==> config.mk <==
export PLATFORM = sky130hd
export DESIGN_NAME = ppa_arbiter
export DESIGN_NICKNAME = d
export VERILOG_FILES = /design/src/hw/ppa_pkg.sv /design/src/hw/ppa_mask_timer.sv /design/src/hw/ppa_arbiter.sv
export SDC_FILE = /design/constraint.sdc
export NUM_CORES = 1
export LEC_CHECK = 0
export ABC_CLOCK_PERIOD_IN_PS = 4500
export BUFFER_PORTS_ARGS = -buffer_cell sky130_fd_sc_hd__buf_2
export CAP_MARGIN = 30
export CORE_MARGIN = 4
export CORE_UTILIZATION = 29
export CTS_CLUSTER_DIAMETER = 120
export DETAILED_ROUTE_END_ITERATION = 10
export PLACE_DENSITY = 0.52
export SYNTH_ARGS = -nofsm -noshare
export SYNTH_HDL_FRONTEND = slang
export SYNTH_HIERARCHICAL = 1
export SYNTH_SLANG_ARGS = --single-unit
==> constraint.sdc <==
create_clock -name clk -period 4.5 [get_ports clk]
set_input_delay 0.225 -clock clk [delete_from_list [all_inputs] [get_ports clk]]
set_output_delay 0.225 -clock clk [all_outputs]
set_load 0.005 [all_outputs]
==> src/hw/ppa_pkg.sv <==
// shared constants and types for the bridge arbitration block
// assumes one clock for both bus sides (the two bus clocks are synchronous)
package ppa_pkg;

    // requester numbering: externals 0..5, the bridge itself last
    localparam int PPA_NUM_EXT = 6;
    localparam int PPA_NUM_REQ = 7;
    localparam logic [2:0] PPA_OWN_IDX = 3'h6;
    localparam logic [2:0] PPA_LAST_EXT = 3'h5;
    localparam logic [2:0] PPA_FIRST_IDX = 3'h0;

    // start timeout: cycles of grant plus idle bus before the grant is pulled
    localparam int PPA_START_TIMEOUT = 16;
    localparam logic [4:0] PPA_TO_LAST = 5'(PPA_START_TIMEOUT - 1);
    localparam logic [4:0] PPA_TO_ZERO = 5'h00;

    // values driven while parking
    localparam logic [31:0] PPA_PARK_AD = 32'h0000_0000;
    localparam logic [3:0] PPA_PARK_CBE = 4'h0;
    localparam logic PPA_PARK_PAR = 1'b0;

    // default width of the request mask timer
    localparam int PPA_MASK_W = 8;

    // number of buffered secondary clock outputs
    localparam int PPA_NUM_CLKO = 7;

    typedef enum logic [1:0] {
        UP_IDLE,
        UP_REQ,
        UP_START,
        UP_BUSY
    } ppa_up_st_t;

endpackage

==> src/hw/ppa_mask_timer.sv <==
// request mask timer: one shared down-counter masking retried requesters
// assumes retry pulses are one cycle and name an external requester 0..N-1
`timescale 1ns/100ps

module ppa_mask_timer import ppa_pkg::*; #(
    parameter int N = PPA_NUM_EXT,
    parameter int CW = PPA_MASK_W
) (
    // clock and reset
    input wire logic clk,
    input wire logic rst_n,
    // retry event and programmed length
    input wire logic retry,
    input wire logic [2:0] retry_id,
    input wire logic [CW-1:0] mask_clocks,
    // masked requesters
    output logic [N-1:0] mask
);

    typedef struct packed {
        logic [CW-1:0] cnt;
        logic [N-1:0] mask;
    } ppa_mt_state_t;

    ppa_mt_state_t s_r, s_nxt;
    logic [N-1:0] hit;

    assign hit = (retry && (int'(retry_id) < N)) ? N'(1) << retry_id : '0;

    always_comb begin
        s_nxt = s_r;
        if (s_r.cnt != '0) begin
            s_nxt.cnt = s_r.cnt - CW'(1);
            // expiry frees every requester at once
            if (s_r.cnt == CW'(1)) begin
                s_nxt.mask = '0;
            end
        end
        if (retry && mask_clocks != '0) begin
            // a running timer is not reloaded: later victims get the rest
            if (s_r.cnt == '0) begin
                s_nxt.cnt = mask_clocks;
            end
            // a retry in the expiry cycle is dropped: with no clocks left to run,
            // a mask set now would never be released
            if (s_r.cnt != CW'(1)) begin
                s_nxt.mask = s_nxt.mask | hit;
            end
        end
    end

    always_ff @(posedge clk or negedge rst_n) begin
        if (!rst_n) begin
            s_r <= '0;
        end else begin
            s_r <= s_nxt;
        end
    end

    assign mask = s_r.mask;
endmodule

==> src/hw/ppa_arbiter.sv <==
// bridge bus arbitration: upstream requester and downstream central arbiter
// assumes both bus sides share clk; bus pins are split into in, out and enable
`timescale 1ns/100ps

// Overview of operation
// - raise upstream request while a downstream transaction waits to go upstream
// - cycle after grant with idle bus: frame, address, command out, request dropped
// - the upstream request may be withdrawn any time before the start
// - park upstream lines only with grant asserted and own request deasserted
// - strap low enables the internal downstream arbiter, high means external arbiter
// - internal arbiter serves six external request/grant pairs plus the bridge
// - bridge requests downstream only for work on behalf of upstream initiators
// - grants ignore upstream state; non-posted crossings need both buses held
// - each downstream frame assertion reassigns priorities; grant highest asserted request
// - higher-priority request preempts a lower grant on the next clock
// - on a busy bus a grant may move to another in one cycle
// - on an idle bus at least one cycle passes between two grants
// - grant removed after 16 granted idle cycles without frame
// - timed-out initiator waits until it drops its request for a cycle
// - mode low: bridge on top every other arbitration cycle, externals rotate otherwise
// - mode high: top priority rotates over all seven requesters
// - a target retry starts the mask timer and masks that initiator
// - later retried initiators are masked only for the remaining timer clocks
// - arbiter off: grant 0 is own request, request 0 own grant, rest idle
// - arbiter on parks on idle bus with no grant or own grant; off parks only while request 0 asserted
// - both bus sides are driven and sampled on the same synchronous clock
// - seven buffered secondary clock outputs are provided
module ppa_arbiter import ppa_pkg::*; #(
    parameter int MASK_W = PPA_MASK_W
) (
    // clock and reset
    input wire logic clk,
    input wire logic rst_n,
    // configuration
    input wire logic cfn_n,
    input wire logic arb_rotate,
    input wire logic [MASK_W-1:0] mask_clocks,
    // upstream job from the forwarding logic
    input wire logic up_fwd_req,
    input wire logic [31:0] up_addr,
    input wire logic [3:0] up_cmd,
    input wire logic up_done,
    // upstream bus
    input wire logic up_gnt_n,
    input wire logic up_frame_in_n,
    input wire logic up_irdy_in_n,
    output logic up_req_n,
    output logic up_frame_n_o,
    output logic up_frame_oe,
    output logic [31:0] up_ad_o,
    output logic up_ad_oe,
    output logic [3:0] up_cbe_n_o,
    output logic up_cbe_oe,
    output logic up_par_o,
    output logic up_par_oe,
    // downstream job and retry events
    input wire logic own_fwd_req,
    input wire logic dn_retry,
    input wire logic [2:0] dn_retry_id,
    input wire logic cross_posted,
    output logic own_gnt,
    output logic xfer_go,
    // downstream bus
    input wire logic [5:0] dn_req_n,
    input wire logic dn_frame_n,
    input wire logic dn_irdy_n,
    output logic [5:0] dn_gnt_n,
    output logic [31:0] dn_ad_o,
    output logic dn_ad_oe,
    output logic [3:0] dn_cbe_n_o,
    output logic dn_cbe_oe,
    output logic dn_par_o,
    output logic dn_par_oe,
    // secondary clock fan-out
    output logic [PPA_NUM_CLKO-1:0] sec_clk_o
);

    typedef struct packed {
        ppa_up_st_t up_st;
        logic up_req_n;
        logic up_frame_n;
        logic up_frame_oe;
        logic [31:0] up_ad;
        logic [3:0] up_cbe;
        logic up_ad_oe;
        logic up_par;
        logic up_par_oe;
        logic strap_done;
        logic central_n;
        logic [2:0] top;
        logic alt_own;
        logic [2:0] ext_ptr;
        logic frame_d;
        logic gnt_valid;
        logic [2:0] gnt_idx;
        logic [4:0] to_cnt;
        logic [6:0] lock;
        logic [5:0] gnt_n;
        logic own_gnt;
        logic dn_park;
        logic dn_par_oe;
    } ppa_arb_state_t;

    localparam ppa_arb_state_t RST_STATE = '{
        up_st: UP_IDLE, up_req_n: 1'b1, up_frame_n: 1'b1, up_frame_oe: 1'b0,
        up_ad: PPA_PARK_AD, up_cbe: PPA_PARK_CBE, up_ad_oe: 1'b0, up_par: 1'b0,
        up_par_oe: 1'b0, strap_done: 1'b0, central_n: 1'b1, top: PPA_FIRST_IDX,
        alt_own: 1'b1, ext_ptr: PPA_FIRST_IDX, frame_d: 1'b1, gnt_valid: 1'b0,
        gnt_idx: PPA_FIRST_IDX, to_cnt: PPA_TO_ZERO, lock: 7'h00, gnt_n: 6'h3f,
        own_gnt: 1'b0, dn_park: 1'b0, dn_par_oe: 1'b0};

    ppa_arb_state_t s_r, s_nxt;

    logic up_idle;
    logic dn_idle;
    logic frame_start;
    logic central;
    logic [5:0] mask;
    logic [6:0] req_vec;
    logic [6:0] elig;
    logic [2:0] start_idx;
    logic [3:0] win;
    logic to_fire;
    logic [6:0] to_hit;
    logic [6:0] gvec;

    // first eligible requester in circular order from the top-priority slot
    function automatic logic [3:0] pick(input logic [6:0] el, input logic [2:0] st);
        logic [3:0] r;
        int j;
        r = 4'h0;
        for (int k = PPA_NUM_REQ - 1; k >= 0; k--) begin
            j = (int'(st) + k) % PPA_NUM_REQ;
            if (el[j]) begin
                r = {1'b1, 3'(j)};
            end
        end
        return r;
    endfunction

    ppa_mask_timer #(
        .N(PPA_NUM_EXT),
        .CW(MASK_W)
    ) u_mask (
        .clk(clk),
        .rst_n(rst_n),
        .retry(dn_retry & central),
        .retry_id(dn_retry_id),
        .mask_clocks(mask_clocks),
        .mask(mask)
    );

    ////////////////////////////////////////////////////////////////////////////////
    // bus observation and priority selection

    assign up_idle = up_frame_in_n & up_irdy_in_n;
    assign dn_idle = dn_frame_n & dn_irdy_n;
    assign frame_start = s_r.frame_d & ~dn_frame_n;
    assign central = s_r.strap_done & ~s_r.central_n;
    // the bridge's own request comes only from upstream-initiated work
    assign req_vec = {own_fwd_req, ~dn_req_n};
    assign elig = req_vec & ~s_r.lock & ~{1'b0, mask};
    // alternating mode puts the bridge on top on every other arbitration cycle
    assign start_idx = arb_rotate ? s_r.top
                                  : (s_r.alt_own ? PPA_OWN_IDX : s_r.ext_ptr);
    assign win = pick(elig, start_idx);
    assign to_fire = s_r.gnt_valid & dn_idle & (s_r.to_cnt == PPA_TO_LAST);
    assign to_hit = to_fire ? 7'(1) << s_r.gnt_idx : 7'h00;
    assign gvec = s_r.gnt_valid ? 7'(1) << s_r.gnt_idx : 7'h00;

    ////////////////////////////////////////////////////////////////////////////////
    // next state

    always_comb begin
        s_nxt = s_r;
        // strap is caught once, in the first cycle after reset release
        if (!s_r.strap_done) begin
            s_nxt.strap_done = 1'b1;
            s_nxt.central_n = cfn_n;
        end

        // upstream requester
        case (s_r.up_st)
            UP_IDLE: begin
                if (up_fwd_req) begin
                    s_nxt.up_st = UP_REQ;
                    s_nxt.up_req_n = 1'b0;
                end
            end
            UP_REQ: begin
                if (!up_fwd_req) begin
                    s_nxt.up_st = UP_IDLE;
                    s_nxt.up_req_n = 1'b1;
                end else if (!up_gnt_n && up_idle) begin
                    s_nxt.up_st = UP_START;
                    s_nxt.up_frame_n = 1'b0;
                    s_nxt.up_frame_oe = 1'b1;
                    s_nxt.up_ad = up_addr;
                    s_nxt.up_cbe = up_cmd;
                    s_nxt.up_req_n = 1'b1;
                end
            end
            UP_START: begin
                s_nxt.up_st = UP_BUSY;
            end
            UP_BUSY: begin
                if (up_done) begin
                    s_nxt.up_st = UP_IDLE;
                    s_nxt.up_frame_n = 1'b1;
                    s_nxt.up_frame_oe = 1'b0;
                end
            end
            default: begin
                s_nxt.up_st = UP_IDLE;
                s_nxt.up_req_n = 1'b1;
                s_nxt.up_frame_n = 1'b1;
                s_nxt.up_frame_oe = 1'b0;
            end
        endcase
        // address phase, or parking when granted with no request of our own
        s_nxt.up_ad_oe = 1'b0;
        if (s_nxt.up_st == UP_START) begin
            s_nxt.up_ad_oe = 1'b1;
        end else if (s_nxt.up_st == UP_IDLE && !up_gnt_n && up_idle) begin
            s_nxt.up_ad_oe = 1'b1;
            s_nxt.up_ad = PPA_PARK_AD;
            s_nxt.up_cbe = PPA_PARK_CBE;
        end
        // parity trails its address/command by one clock
        s_nxt.up_par = ^{s_r.up_ad, s_r.up_cbe};
        s_nxt.up_par_oe = s_r.up_ad_oe;

        // priority reassignment at each new downstream transaction
        s_nxt.frame_d = dn_frame_n;
        if (frame_start) begin
            s_nxt.top = (s_r.top == PPA_OWN_IDX) ? PPA_FIRST_IDX : s_r.top + 3'h1;
            s_nxt.alt_own = ~s_r.alt_own;
            if (!s_r.alt_own) begin
                s_nxt.ext_ptr = (s_r.ext_ptr == PPA_LAST_EXT) ? PPA_FIRST_IDX
                                                              : s_r.ext_ptr + 3'h1;
            end
        end

        // grant sequencing; grants never look at the upstream side
        if (!central) begin
            s_nxt.gnt_valid = 1'b0;
        end else if (to_fire) begin
            s_nxt.gnt_valid = 1'b0;
        end else if (s_r.gnt_valid) begin
            if (!win[3]) begin
                s_nxt.gnt_valid = 1'b0;
            end else if (win[2:0] != s_r.gnt_idx) begin
                if (!dn_idle) begin
                    s_nxt.gnt_idx = win[2:0];
                end else begin
                    // idle bus: drop now, new grant a clock later
                    s_nxt.gnt_valid = 1'b0;
                end
            end
        end else if (win[3]) begin
            s_nxt.gnt_valid = 1'b1;
            s_nxt.gnt_idx = win[2:0];
        end

        // lock is set on timeout and freed by a dropped request; set wins
        s_nxt.lock = (s_r.lock & req_vec) | to_hit;

        // start timeout counter
        if (!s_r.gnt_valid || !s_nxt.gnt_valid || s_nxt.gnt_idx != s_r.gnt_idx
            || frame_start) begin
            s_nxt.to_cnt = PPA_TO_ZERO;
        end else if (dn_idle) begin
            s_nxt.to_cnt = s_r.to_cnt + 5'h01;
        end

        // grant pins, own grant and downstream parking
        if (central) begin
            s_nxt.gnt_n = ~(s_nxt.gnt_valid ? 6'(7'(1) << s_nxt.gnt_idx) : 6'h00);
            s_nxt.own_gnt = s_nxt.gnt_valid && s_nxt.gnt_idx == PPA_OWN_IDX;
            s_nxt.dn_park = dn_idle && (!s_nxt.gnt_valid || s_nxt.gnt_idx == PPA_OWN_IDX);
        end else begin
            // external arbiter: line 0 pair turned round, others quiet
            s_nxt.gnt_n = {5'h1f, ~own_fwd_req};
            s_nxt.own_gnt = own_fwd_req && !dn_req_n[0];
            s_nxt.dn_park = s_r.strap_done && dn_idle && !dn_req_n[0];
        end
        s_nxt.dn_par_oe = s_r.dn_park;
    end

    // both bus sides share this clock; one register bank
    always_ff @(posedge clk or negedge rst_n) begin
        if (!rst_n) begin
            s_r <= RST_STATE;
        end else begin
            s_r <= s_nxt;
        end
    end

    ////////////////////////////////////////////////////////////////////////////////
    // outputs

    assign up_req_n = s_r.up_req_n;
    assign up_frame_n_o = s_r.up_frame_n;
    assign up_frame_oe = s_r.up_frame_oe;
    assign up_ad_o = s_r.up_ad;
    assign up_ad_oe = s_r.up_ad_oe;
    assign up_cbe_n_o = s_r.up_cbe;
    assign up_cbe_oe = s_r.up_ad_oe;
    assign up_par_o = s_r.up_par;
    assign up_par_oe = s_r.up_par_oe;
    assign own_gnt = s_r.own_gnt;
    // data phases of a non-posted crossing wait for both buses
    assign xfer_go = cross_posted
                     | (s_r.own_gnt & (s_r.up_st == UP_START || s_r.up_st == UP_BUSY));
    assign dn_gnt_n = s_r.gnt_n;
    assign dn_ad_o = PPA_PARK_AD;
    assign dn_ad_oe = s_r.dn_park;
    assign dn_cbe_n_o = PPA_PARK_CBE;
    assign dn_cbe_oe = s_r.dn_park;
    assign dn_par_o = PPA_PARK_PAR;
    assign dn_par_oe = s_r.dn_par_oe;
    // buffered copies of the secondary clock; one may feed back to the clock input
    assign sec_clk_o = {PPA_NUM_CLKO{clk}};
endmodule

# == After elaboration in Yosys (flattened, before gate mapping) ==
# Cells that the tools add are included.
# totals
ff_bits,93
output_inout_bits,98
# classes
add_sub_neg,10
div_mod_pow,7
magnitude_cmp,8
eq_ne,17
shifts,3
n_mux,69
n_bitwise,22
reduce_logical,31
# ops
operator,count
$lt A32 B5 Y1 const B,7
$mod A32 B4 Y32 const B,6
$mux W41,3
$mux W36,2
$mux W4,10
$mux W38,1
$mux W37,1
$reduce_xor A36 Y1,1
$mod A4 B4 Y32 const B,1
$mux W3,10
$mux W14,2
$mux W6,4
$and A7 B7 Y7,3
$bmux W1 S3,7
$mux W1,19
$mux W8,2
$reduce_bool A8 Y1,2
$add A3 B3 Y4 const B,3
$not A6 Y6,2
$shl A1 B3 Y6 const A,2
$logic_and A1 B1 Y1,10
$mux W5,2
$eq A3 B3 Y1 const B,3
$add A3 B2 Y4 const B,2
other kinds (34),62

# == Depth between registers and ports, before layout ==
# Gate-level depths: netlist (run 1).
# logic_depth
word_depth,25
depth_mapped,24

# == Modules after synthesis ==
# The synthesis (run 1) kept the hierarchy.
# by_module_without_submodules
module,n_inst,cells_each,area_each_um2,seq_area_each_um2
ppa_arbiter,1,730,6456.2,1990.7
ppa_mask_timer,1,82,830.8,350.3

==> results of run 1 <==
==> cells in the mapped netlist (4+ instances only) <==
library cell	number
nand2_1	81
a31oi_1	5
xnor2_1	43
nor3b_1	7
o21ai_1	4
ha_1	22
nor2_1	31
o21a_1	10
or3_1	10
a21oi_1	49
dfstp_2	11
a22o_1	23
a21o_1	7
clkbuf_1	18
mux2i_1	16
buf_4	99
nor4_1	5
o22ai_1	6
o211ai_1	6
xor2_1	10
nand4_1	5
nor3_1	27
nand3b_1	8
inv_1	27
a211oi_1	10
o31a_1	4
nor2b_1	12
dfrtp_1	82
nand2b_1	14
nand3_1	20
o31ai_1	7
or4_1	6
o21ai_0	29
==> worst max path at each step <==
stage                     startpoint       end  slack, ps  cells past startpoint
after floorplan              s_r[26]   s_r[19]       -160                     24
after global placement       s_r[29]  dn_ad_oe        -60                     18
after detailed placement     s_r[29]   s_r[18]       -170                     22
after CTS                    s_r[29]  dn_ad_oe        0.8                     18
after global routing         s_r[27]   s_r[18]       -240                     18
final                        s_r[27]   own_gnt        -60                     17
==> layer usage <==
metal / part of all wire, % / vias up / wire length [um]
li1: - / 3235 / -
met1: 46 / 3101 / 9965
met2: 47 / 176 / 10100
met3: 5.9 / 21 / 1274
met4: 1.3 / 4 / 271
met5: 0.12 / - / 27
==> registers in the layout, summed over array words and instances, names as in the netlist <==
register,cells
dn_ad_oe,1
dn_gnt_n,6
dn_par_oe,1
own_gnt,1
s_r,28
u_mask/mask,6
u_mask/s_r,8
up_ad_o,32
up_ad_oe,1
up_cbe_n_o,4
up_frame_n_o,1
up_frame_oe,1
up_par_o,1
up_par_oe,1
up_req_n,1
==> kinds of logic after synthesis <==
kind of cell / after synthesis / share of synthesized area [%]
other: 2 / 0.1031
adder cells (fa/ha/maj): 22 / 3.777
AND/OR/NAND/NOR: 260 / 19.54
flip-flops: 93 / 32.13
XOR/XNOR: 53 / 6.370
AO/OA/AOI/OAI: 207 / 21.31
multiplexers: 22 / 3.434
buffers and inverters: 153 / 13.34
==> metrics by stage <==
step	cells	hold slack, ps
3_3_place_gp	1279	273.6
6_report	1360	16.85
5_1_grt	1360	8.633
2_1_floorplan	848	-70.59
4_1_cts	1348	14.89
3_5_place_dp	1279	270.8
==> layout make-up <==
class	instances	area, sq um	share of cell area [%]
clock buffer	21	364.1	3.754
clock inverter	7	75.07	0.7741
inverter	30	120.1	1.239
multi-input combinational	603	4449	45.88
sequential	93	2341	24.14
tap	324	405.4	4.180
timing repair buffer	282	1943	20.04
==> cells in the final DEF, fill, tap and decap left out, drive strengths merged, types with 10 or more instances in the layout <==
cell / Yosys / routed
conb: 2 / 38
a22o: 23 / 23
o21ai: 33 / 33
dfstp: 11 / 11
inv: 29 / 32
buf: 105 / 244
xnor2: 43 / 43
clkbuf: 18 / 14
xor2: 10 / 10
nand2b: 14 / 14
dfrtp: 82 / 82
o21a: 10 / 10
mux2i: 16 / 16
a21oi: 51 / 51
nor2b: 13 / 13
nand2: 83 / 83
nand3: 21 / 21
a211oi: 11 / 11
or3: 11 / 11
ha: 22 / 22
nor3: 30 / 30
nor2: 31 / 31
dlygate4sd3: 0 / 45
==> report_power, final <==
group | total [mW] | internal (mW) | switching [mW]
Combinational | 4.98 | 2.52 | 2.46
Sequential | 1.14 | 1.00 | 0.139
Clock | 1.06 | 0.592 | 0.472
Total | 7.19 | 4.12 | 3.07
==> worst max-delay path: stages, from the launching register on <==
cell and delay, ps:
dfrtp_1 390, or3_4 410, nand2_8 110, buf_6 130
ha_1 280, ha_2 220, ha_4 190, or4_4 520
nand4b_1 200, nand2_1 110, or3_4 400, a31o_4 250
and2_4 170, o311ai_4 340, xnor2_2 140, buf_4 150
a31o_4 250, a31o_1 170
==> repair_timing <==
| action | 4_1_cts | 5_1_grt |
|---|---|---|
| gates resized for setup | 15 | 42 |
| hold buffers | 45 | 0 |
| setup endpoints to repair | 14 | 15 |
| pin swaps | 3 | 28 |
| hold endpoints to repair | 76 | 0 |
| buffers inserted | 2 | 12 |
| gates cloned | 1 | 0 |
==> reports/metrics.yaml, run 1 <==
grt:
  grt_pass1_vias: 6504
  grtUsageMet2_pct: 24.21
  grt_busiest_layer: "met2"
  antenna_found_initial: 2
  grt_pass1_wl_um: 34600
  grt_use_met3_pct: 4.077
  grt_overflow: 0
  grt_max_degree: 51
  use_met1_pct: 20.52
  track_usage_pct: 15.23
min_path:
  hp-start: "cfn_n"
  hp-class: "input port to flop"
  whs_path_depth: 2
  hold_end: "s_r[33]"
synth:
  yosysTopAreaCell: "dfrtp_1"
  synthFlopType: "dfrtp_1"
  ys_seq_area_share_pct: 32.13
  synth_area_sq_um: 7287
  synth_cell_types: 100
  synth.ff_latch_count: 93
  synthCells: 812
  synth_top_area_share_pct: 28.16
  syn_area_per_cell_sq_um: 8.974
  ys_warn_count: 6
  yosys-top-cells-area: "dfrtp_1 28%, buf_4 10%, xnor2_1 5.2%"
  synthArstFlopShare_pct: 100.0
  synth_edf_count: 0
clocking:
  path_clk_slew_ps: 80
  clock_latency_ps: 470
  cts_tree: "built"
floorplan:
  dieArea_sq_um: 27730
  core_sq_um: 24530
  initial_utilization_pct: 29.70
  dieWidth_um: 166.5
  die_h_um: 166.5
  io-pin-count: 165
  rows: 57
setup_path:
  r2r-start: "s_r[27]"
  r2r-end: "own_gnt"
  critPathKind: "flop to flop"
  end_kind: "flop"
  reg2reg_setup_slack_ps: -60
  r2r_cells: 17
  cp_max_fo: 7
  critPathArrivalTime_ps: 4920
  startpoint_type: "flop"
  worstPathRequired_ps: 4860
detailed_routing:
  ant_nets: 0
  via_count: 6537
  wl_per_cell_um: 15.91
  drc: 0
  drtIter0Drc: 342
  dr.pass1.iters: 5
  routed_wl_um: 21640
  viasPerCell: 4.807
power:
  pwr_density_cell_nw_per_um2: 741.3
  p_leak_nw: 4.327
  p_total_mw: 7.189
  ir_drop_v: 0.0003812
placement:
  port_buffers: 127
  hpwlAfterDp_um: 16300
  dp_slack_ps: -169.4
  gp_congestion: 0.8699
  dpl_cell_area_sq_um: 8453
timing:
  worst_pin_slew_ps: 869.7
  finalSetupViolations: 7
  post-route-period-util_pct: 101.4
  period_minus_slack_ps: 4563
  relSlewSlack_pct: 41.84
  tns_ps: -315.4
  maxSlewViolCount: 0
  rsz0062_at_grt: "yes"
  setup_slack_ps: -62.65
  timing.fmax_mhz: 219.2
  hold_viol_final: 0
  finalClockSkew_ps: 11.77
run_status:
  status: "complete, but fails checks"
  violations: "negative setup slack"
job:
  drv_cap: 0
cells_and_area:
  diodes: 0
  stdcell_area_sq_um: 9698
  fin_nets: 1119
  drive_gt1_share_pct: 35.42
  area_growth_pct: 33.09
  post-route-util_pct: 39.53
  fill_cells: 2501
No activity file was read; power rests on OpenSTA's default activity.
==> inputs of run 2 (changes only) <==
Settings changed: CORE_UTILIZATION 29 to 30, MAX_ROUTING_LAYER set to met4, PLACE_DENSITY 0.52 to 0.53.
==> run 2 against run 1 <==
  * The run still ends with negative setup slack left
  * Non-clock buffer count grew 2
  * Critical path depth is 2 higher
  * Combinational power is essentially flat
  * Total power decreased by 0.67%
  * Critical path type unchanged
  * Highest routed layer is now met4
==> reports/metrics.yaml, run 2 (synthesis results as in run 1) <==
floorplan:
  die_h_um: 163.9  # was 166.5 um
  dieWidth_um: 163.9  # was 166.5 um
  initial_utilization_pct: 30.77  # was 29.70%
  rows: 56  # was 57
  dieArea_sq_um: 26850  # was 27730 sq um
  core_sq_um: 23680  # was 24530 sq um
  io-pin-count: 165  # unchanged
cells_and_area:
  area_growth_pct: 33.60  # was 33.09%
  largest_register_ff_count: 32  # unchanged
  mostFrequentLayoutCells: "126 x buf_2, 118 x buf_4, 82 x dfrtp_1"  # was 126 x buf_2, 115 x buf_4, 82 x dfrtp_1
  mostFrequentLayoutCell: "buf_2"  # unchanged
  stdcell_area_sq_um: 9736  # was 9698 sq um
  post-route-util_pct: 41.11  # was 39.53%
  fin_nets: 1121  # was 1119
  drive_gt1_share_pct: 35.26  # was 35.42%
  fill_cells: 2427  # was 2501
min_path:
  hp-start: "dn_req_n[3]"  # was cfn_n
  whs_path_depth: 2  # unchanged
  hold_end: "s_r[12]"  # was s_r[33]
  hp-class: "input port to flop"  # unchanged
grt:
  grt_pass1_wl_um: 33440  # was 34600 um
  track_usage_pct: 16.04  # was 15.23%
  grt_overflow: 0  # unchanged
  grt_pass1_vias: 6345  # was 6504
  antenna_found_initial: 2  # unchanged
  grt_max_degree: 52  # was 51
timing:
  period_minus_slack_ps: 4506  # was 4563 ps
  worst_pin_slew_ps: 857.5  # was 869.7 ps
  hold_viol_final: 0  # unchanged
  finalSetupViolations: 1  # was 7
  timing.fmax_mhz: 221.9  # was 219.2 MHz
  rsz0062_at_grt: "yes"  # unchanged
  post-route-period-util_pct: 100.1  # was 101.4%
  finalClockSkew_ps: 10.95  # was 11.77 ps
  setup_slack_ps: -6.285  # was -62.65 ps
  relSlewSlack_pct: 42.67  # was 41.84%
  maxSlewViolCount: 0  # unchanged
setup_path:
  crit_path_top_delay_cell: "or3b_4"  # was or4_4
  r2r-start: "s_r[29]"  # was s_r[27]
  r2r-end: "s_r[18]"  # was own_gnt
  crit_chain: "or3b_4, nand2_8, buf_6, ha_1, ha_4, ha_4, nor2_2, a21boi_4, buf_4, mux2i_4, a221oi_4, or3_4, a31o_4, and2_4, o311ai_4, xnor2_2, buf_4, a31o_4, nor3b_2"  # was or3_4, nand2_8, buf_6, ha_1, ha_2, ha_4, or4_4, nand4b_1, nand2_1, or3_4, a31o_4, and2_4, o311ai_4, xnor2_2, buf_4, a31o_4, a31o_1
  critPathArrivalTime_ps: 4840  # was 4920 ps
  critPathKind: "flop to flop"  # unchanged
  reg2reg_setup_slack_ps: -6  # was -60 ps
  startpoint_type: "flop"  # unchanged
  cp_max_fo: 9  # was 7
  end_kind: "flop"  # unchanged
  crit_path_max_incr_delay_ps: 420  # was 520 ps
  worstPathRequired_ps: 4830  # was 4860 ps
  r2r_cells: 19  # was 17
placement:
  dp_slack_ps: -240.2  # was -169.4 ps
  hpwlAfterDp_um: 16180  # was 16300 um
  port_buffers: 127  # unchanged
  dpl_cell_area_sq_um: 8469  # was 8453 sq um
  gp_congestion: 0.8545  # was 0.8699
power:
  pwr-share-clk_pct: 14.1  # was 14.8%
  pwr_density_cell_nw_per_um2: 733.5  # was 741.3 nW/um^2
  swShare_pct: 42.74  # was 42.72%
  p_int_mw: 4.089  # was 4.118 mW
  combPwrFrac_pct: 69.9  # was 69.3%
  p_switching_mw: 3.052  # was 3.071 mW
  p_leak_nw: 4.339  # was 4.327 nW
  p_seq_share_pct: 16.0  # was 15.9%
  ir_drop_v: 0.0003351  # was 0.0003812 V
  p_total_mw: 7.141  # was 7.189 mW
clocking:
  path_clk_slew_ps: 70  # was 80 ps
  clock_latency_ps: 470  # about the same
  cts_tree: "built"  # unchanged
detailed_routing:
  ant_nets: 0  # unchanged
  routed_wl_um: 21170  # was 21640 um
  dr.pass1.iters: 5  # unchanged
  drtIter0Drc: 390  # was 342
  drc: 0  # unchanged
  via_count: 6552  # was 6537
  viasPerCell: 4.821  # was 4.807
  wl_per_cell_um: 15.58  # was 15.91 um
run_status:
  violations: "negative setup slack"  # unchanged
  status: "complete, but fails checks"  # unchanged
job:
  drv_cap: 0  # unchanged
-- run 2: worst max path at each step --
stage                     from  endpoint  cells past startpoint
CTS                    s_r[29]  dn_ad_oe                     17
detailed placement  arb_rotate  dn_ad_oe                     20
floorplan              s_r[26]   s_r[19]                     24
global route           s_r[27]   s_r[18]                     22
global placement    arb_rotate   own_gnt                     20
finish                 s_r[29]   s_r[18]                     19
-- run 2: what timing repair did --
item / in CTS / in global routing
endpoints found under the hold margin: 84 / 0
resized for setup: 19 / 40
endpoints found under the setup margin: 15 / 15
hold buffers: 43 / 0
buffers inserted: 1 / 14
pin swaps: 4 / 38
gates cloned: 1 / 0
-- run 2: per-stage QoR --
| step | TNS, ps | hold WS, ps | cells |
|---|---|---|---|
| global placement | -2267 | 249.9 | 1277 |
| CTS | -9.670 | 9.222 | 1343 |
| finish | -6.285 | 8.016 | 1359 |
| global route | -1185 | 7.473 | 1359 |
| detailed placement | -2605 | 249.9 | 1277 |
| floorplan | -860.0 | -70.59 | 848 |
-- run 2: cell type report --
class                   count  area (sq um)  share of cell area, %
multi-input cells         603          4491                  46.13
flip-flops and latches     93          2341                  24.05
diodes                      2         5.005                0.05141
inverters                  30         120.1                  1.234
clock inverters             6         55.05                 0.5655
repair buffers            284          1957                  20.10
well taps                 319         399.1                  4.100
clock buffers              22         367.9                  3.778
-- run 2: critical path, delay by kind of cell, from the launching register on --
family / cells / cell delay, ps
fa+ha+maj: 3 / 680
flops: 1 / 400
xor+xnor: 1 / 130
compound gates: 5 / 1100
mux: 1 / 240
simple gates: 6 / 1360
buf+inv: 3 / 470
-- run 2: metal layers --
layer  part of all wire (%)  wire (um)  track usage [%]
met1                     46       9819            21.65
met2                     48      10100            24.61
met3                    5.2       1107            3.388
met4                   0.70        148            4.194
met5                      0          0                -
-- run 2: power by group through the flow --
| stage | Combinational [mW] | Clock [mW] | Sequential, mW |
|---|---|---|---|
| 2_1_floorplan | 2.77 | 0.101 | 1.12 |
| 3_3_place_gp | 4.20 | 0.0676 | 1.16 |
| 3_5_place_dp | 4.21 | 0.0676 | 1.15 |
| 4_1_cts | 4.48 | 1.05 | 1.14 |
| 5_1_grt | 5.38 | 1.08 | 1.17 |
| 6_report | 4.99 | 1.01 | 1.14 |
==> inputs of run 3 (changes only) <==
Settings changed: ABC_AREA set to 1, ABC_CLOCK_PERIOD_IN_PS 4500 to 5050, CTS_BUF_LIST set to sky130_fd_sc_hd__clkbuf_8, PLACE_DENSITY 0.53 to 0.52.
Clock period 4.5 ns to 5.05 ns, I/O delays scaled along.
==> run 3 against run 2 <==
  * The run now ends clean
  * Via count down 7.2%
  * Sequential power is 5% lower
  * Wire length down 16%
  * Design area fell by 16%
  * Highest routed layer unchanged
  * Sequential cell count unchanged
  * Cell count increased by 2.4%
  * Synthesized area is 3.7% lower
  * Total power is 34% lower
==> reports/metrics.yaml, run 3 <==
run_status:
  status: "finished clean"  # was complete, but fails checks
grt:
  track_usage_pct: 14.02  # was 16.04%
  grt_max_degree: 49  # was 52
  antenna_found_initial: 2  # unchanged
  grt_pass1_vias: 5780  # was 6345
  grt_overflow: 0  # unchanged
  grt_pass1_wl_um: 28780  # was 33440 um
floorplan:
  dieWidth_um: 160.9  # was 163.9 um
  dieArea_sq_um: 25900  # was 26850 sq um
  initial_utilization_pct: 30.71  # was 30.77%
  die_h_um: 160.9  # was 163.9 um
  io-pin-count: 165  # unchanged
  core_sq_um: 22850  # was 23680 sq um
  rows: 55  # was 56
setup_path:
  cp_common_cell: "nand2_1"
  r2r-end: "dn_gnt_n[1]"  # was s_r[18]
  r2r_cells: 31  # was 19
  crit_path_top_delay_cell: "dfstp_2"  # was or3b_4
  end_kind: "flop"  # unchanged
  crit_path_start: "s_r[29]"  # unchanged
  cp_max_fo: 16  # was 9
  reg2reg_setup_slack_ps: 600  # was -6 ps
  startpoint_type: "flop"  # unchanged
  critPathArrivalTime_ps: 4830  # was 4840 ps
  worstPathRequired_ps: 5440  # was 4830 ps
  crit_path_max_incr_delay_ps: 580  # was 420 ps
  crit_end: "dn_gnt_n[1]"  # was s_r[18]
  r2r-start: "s_r[29]"  # unchanged
  critPathKind: "flop to flop"  # unchanged
timing:
  relSlewSlack_pct: 38.66  # was 42.67%
  period_minus_slack_ps: 4447  # was 4506 ps
  rsz0062_at_grt: "no"  # was yes
  worst_pin_slew_ps: 913.1  # was 857.5 ps
  hold_viol_final: 0  # unchanged
  timing.fmax_mhz: 224.9  # was 221.9 MHz
  maxSlewViolCount: 0  # unchanged
  post-route-period-util_pct: 88.05  # was 100.1%
  finalClockSkew_ps: 14.98  # was 10.95 ps
  finalSetupViolations: 0  # was 1
  tns_ps: 0  # was -6.285 ps
synth:
  synth.ff_latch_count: 93  # unchanged
  ys_seq_area_share_pct: 33.37  # was 32.13%
  synth_area_sq_um: 7015  # was 7287 sq um
  ys_warn_count: 6  # unchanged
  syn_area_per_cell_sq_um: 7.385  # was 8.974 sq um
  yosysTopAreaCell: "dfrtp_1"  # unchanged
  synth_cell_types: 48  # was 100
  yosys.cell_count.top_type: "nand2_1"  # was buf_4
  synthCells: 950  # was 812
  synthArstFlopShare_pct: 100.0  # unchanged
  synthTopCellsByCount: "214 x nand2_1, 108 x inv_1, 94 x buf_4, 89 x nor2_1, 82 x dfrtp_1"  # was 99 x buf_4, 82 x dfrtp_1, 81 x nand2_1, 49 x a21oi_1, 43 x xnor2_1
  yosys-top-cells-area: "dfrtp_1 29%, nand2_1 11%, buf_4 10%"  # was dfrtp_1 28%, buf_4 10%, xnor2_1 5.2%
  synth_top_area_share_pct: 29.25  # was 28.16%
  synth_edf_count: 0  # unchanged
  synthFlopType: "dfrtp_1"  # unchanged
clocking:
  post_cts_resized: 0  # was 19
  cts_tree: "built"  # unchanged
  path_clk_slew_ps: 100  # was 70 ps
  clock_latency_ps: 480  # was 470 ps
detailed_routing:
  viasPerCell: 4.370  # was 4.821
  dr.pass1.iters: 5  # unchanged
  drc: 0  # unchanged
  drtIter0Drc: 373  # was 390
  routed_wl_um: 17700  # was 21170 um
  wl_per_cell_um: 12.71  # was 15.58 um
  ant_nets: 0  # unchanged
  via_count: 6083  # was 6552
placement:
  hpwlAfterDp_um: 13550  # was 16180 um
  dp_cells: 1324  # was 1277
  gp_congestion: 0.8720  # was 0.8545
  port_buffers: 127  # unchanged
cells_and_area:
  fin_cells: 1392  # was 1359
  fin_nets: 1160  # was 1121
  largest_register_ff_count: 32  # unchanged
  mostFrequentLayoutCells: "214 x nand2_1, 126 x buf_2, 108 x inv_1"  # was 126 x buf_2, 118 x buf_4, 82 x dfrtp_1
  drive_gt1_share_pct: 20.80  # was 35.26%
  mostFrequentLayoutCell: "nand2_1"  # was buf_2
  area_growth_pct: 16.78  # was 33.60%
power:
  pwr-share-clk_pct: 15.8  # was 14.1%
  p_switching_mw: 2.299  # was 3.052 mW
  p_seq_share_pct: 23.0  # was 16.0%
  p_leak_nw: 4.119  # was 4.339 nW
  p_total_mw: 4.717  # was 7.141 mW
  p_int_mw: 2.419  # was 4.089 mW
  combPwrFrac_pct: 61.3  # was 69.9%
  ir_drop_v: 0.0001996  # was 0.0003351 V
  pwr_density_cell_nw_per_um2: 575.8  # was 733.5 nW/um^2
  swShare_pct: 48.73  # was 42.74%
job:
  drv_cap: 0  # unchanged
min_path:
  hp-class: "input port to flop"  # unchanged
==> run 3: cell types whose count changed in the layout (fill, tap and decap cells not counted), sizes merged, moves of 31 or more <==
cell   delta
inv      +84
o21ai    +47
a21oi    -31
nor2     +65
buf     -118
nand3    +56
nand2   +158
==> run 3: cells by family (layout without fill, tap and decap cells) <==
group,Yosys count,count (layout),share of synthesized area (%)
multiplexers,1,1,0.1427
buffers and inverters,221,312,17.07
AO/OA/AOI/OAI,127,127,10.70
flip-flops,93,93,33.37
AND/OR/NAND/NOR,438,438,28.41
XOR/XNOR,46,46,6.278
adder cells (fa/ha/maj),22,22,3.924
other,2,40,0.1070
==> run 3: worst min path at each step <==
stage               slack, ps             end  cells after the start      startpoint
finish                     30  u_mask/s_r[11]                      3  mask_clocks[5]
global route                6         s_r[13]                      2     dn_req_n[4]
CTS                         3  u_mask/s_r[11]                      3  mask_clocks[5]
detailed placement        290         s_r[34]                      1           rst_n
global placement          290     up_ad_o[26]                      1           rst_n
floorplan                 -40        dn_ad_oe                      0           rst_n
==> run 3: metal layers <==
layer | vias to the layer above | track usage [%] | wire length [um]
li1 | 3134 | - | -
met1 | 2749 | 18.00 | 8127
met2 | 168 | 21.34 | 8144
met3 | 32 | 4.106 | 1069
met4 | 0 | 4.498 | 355
met5 | - | - | 0
==> run 3: per-stage QoR <==
stage	cell area, sq um	worst slack (ps)	utilization (%)	hold WS (ps)
floorplan	7151	1282	-	-43.09
global placement	7448	703.7	32.60	292.1
detailed placement	7448	610.3	32.60	289.7
CTS	8178	588.5	35.79	2.582
global route	8193	68.88	35.86	5.968
finish	8193	603.4	35.86	25.04
==> run 3: area by class of cell <==
cell class / instances / area [sq um]
antenna: 2 / 5.005
clock buffer: 21 / 227.7
clock inverter: 7 / 96.34
fill: 2466 / 14650
inverter: 116 / 435.4
multi-input combinational: 672 / 3620
sequential: 93 / 2341
tap: 313 / 391.6
timing repair buffer: 168 / 1076
==> run 3: worst max-delay path: cells and delay by family (launching register included) <==
family          cells  cell delay [ps]
buf+inv             4              360
simple gates       23             2280
fa+ha+maj           3              980
flops               1              580
compound gates      1              130
==> run 3: power by group through the flow <==
stage	clock [mW]	combinational [mW]	sequential (mW)
CTS	0.779	2.89	1.08
floorplan	0.0899	2.35	1.06
global route	0.817	3.29	1.11
detailed placement	0.0602	2.85	1.10
finish	0.743	2.89	1.08
global placement	0.0602	2.85	1.10
==> run 3: timing repair <==
action / CTS / global route
setup buffers: 0 / 0
endpoints found under the hold margin: 80 / 1
hold buffers: 44 / 1
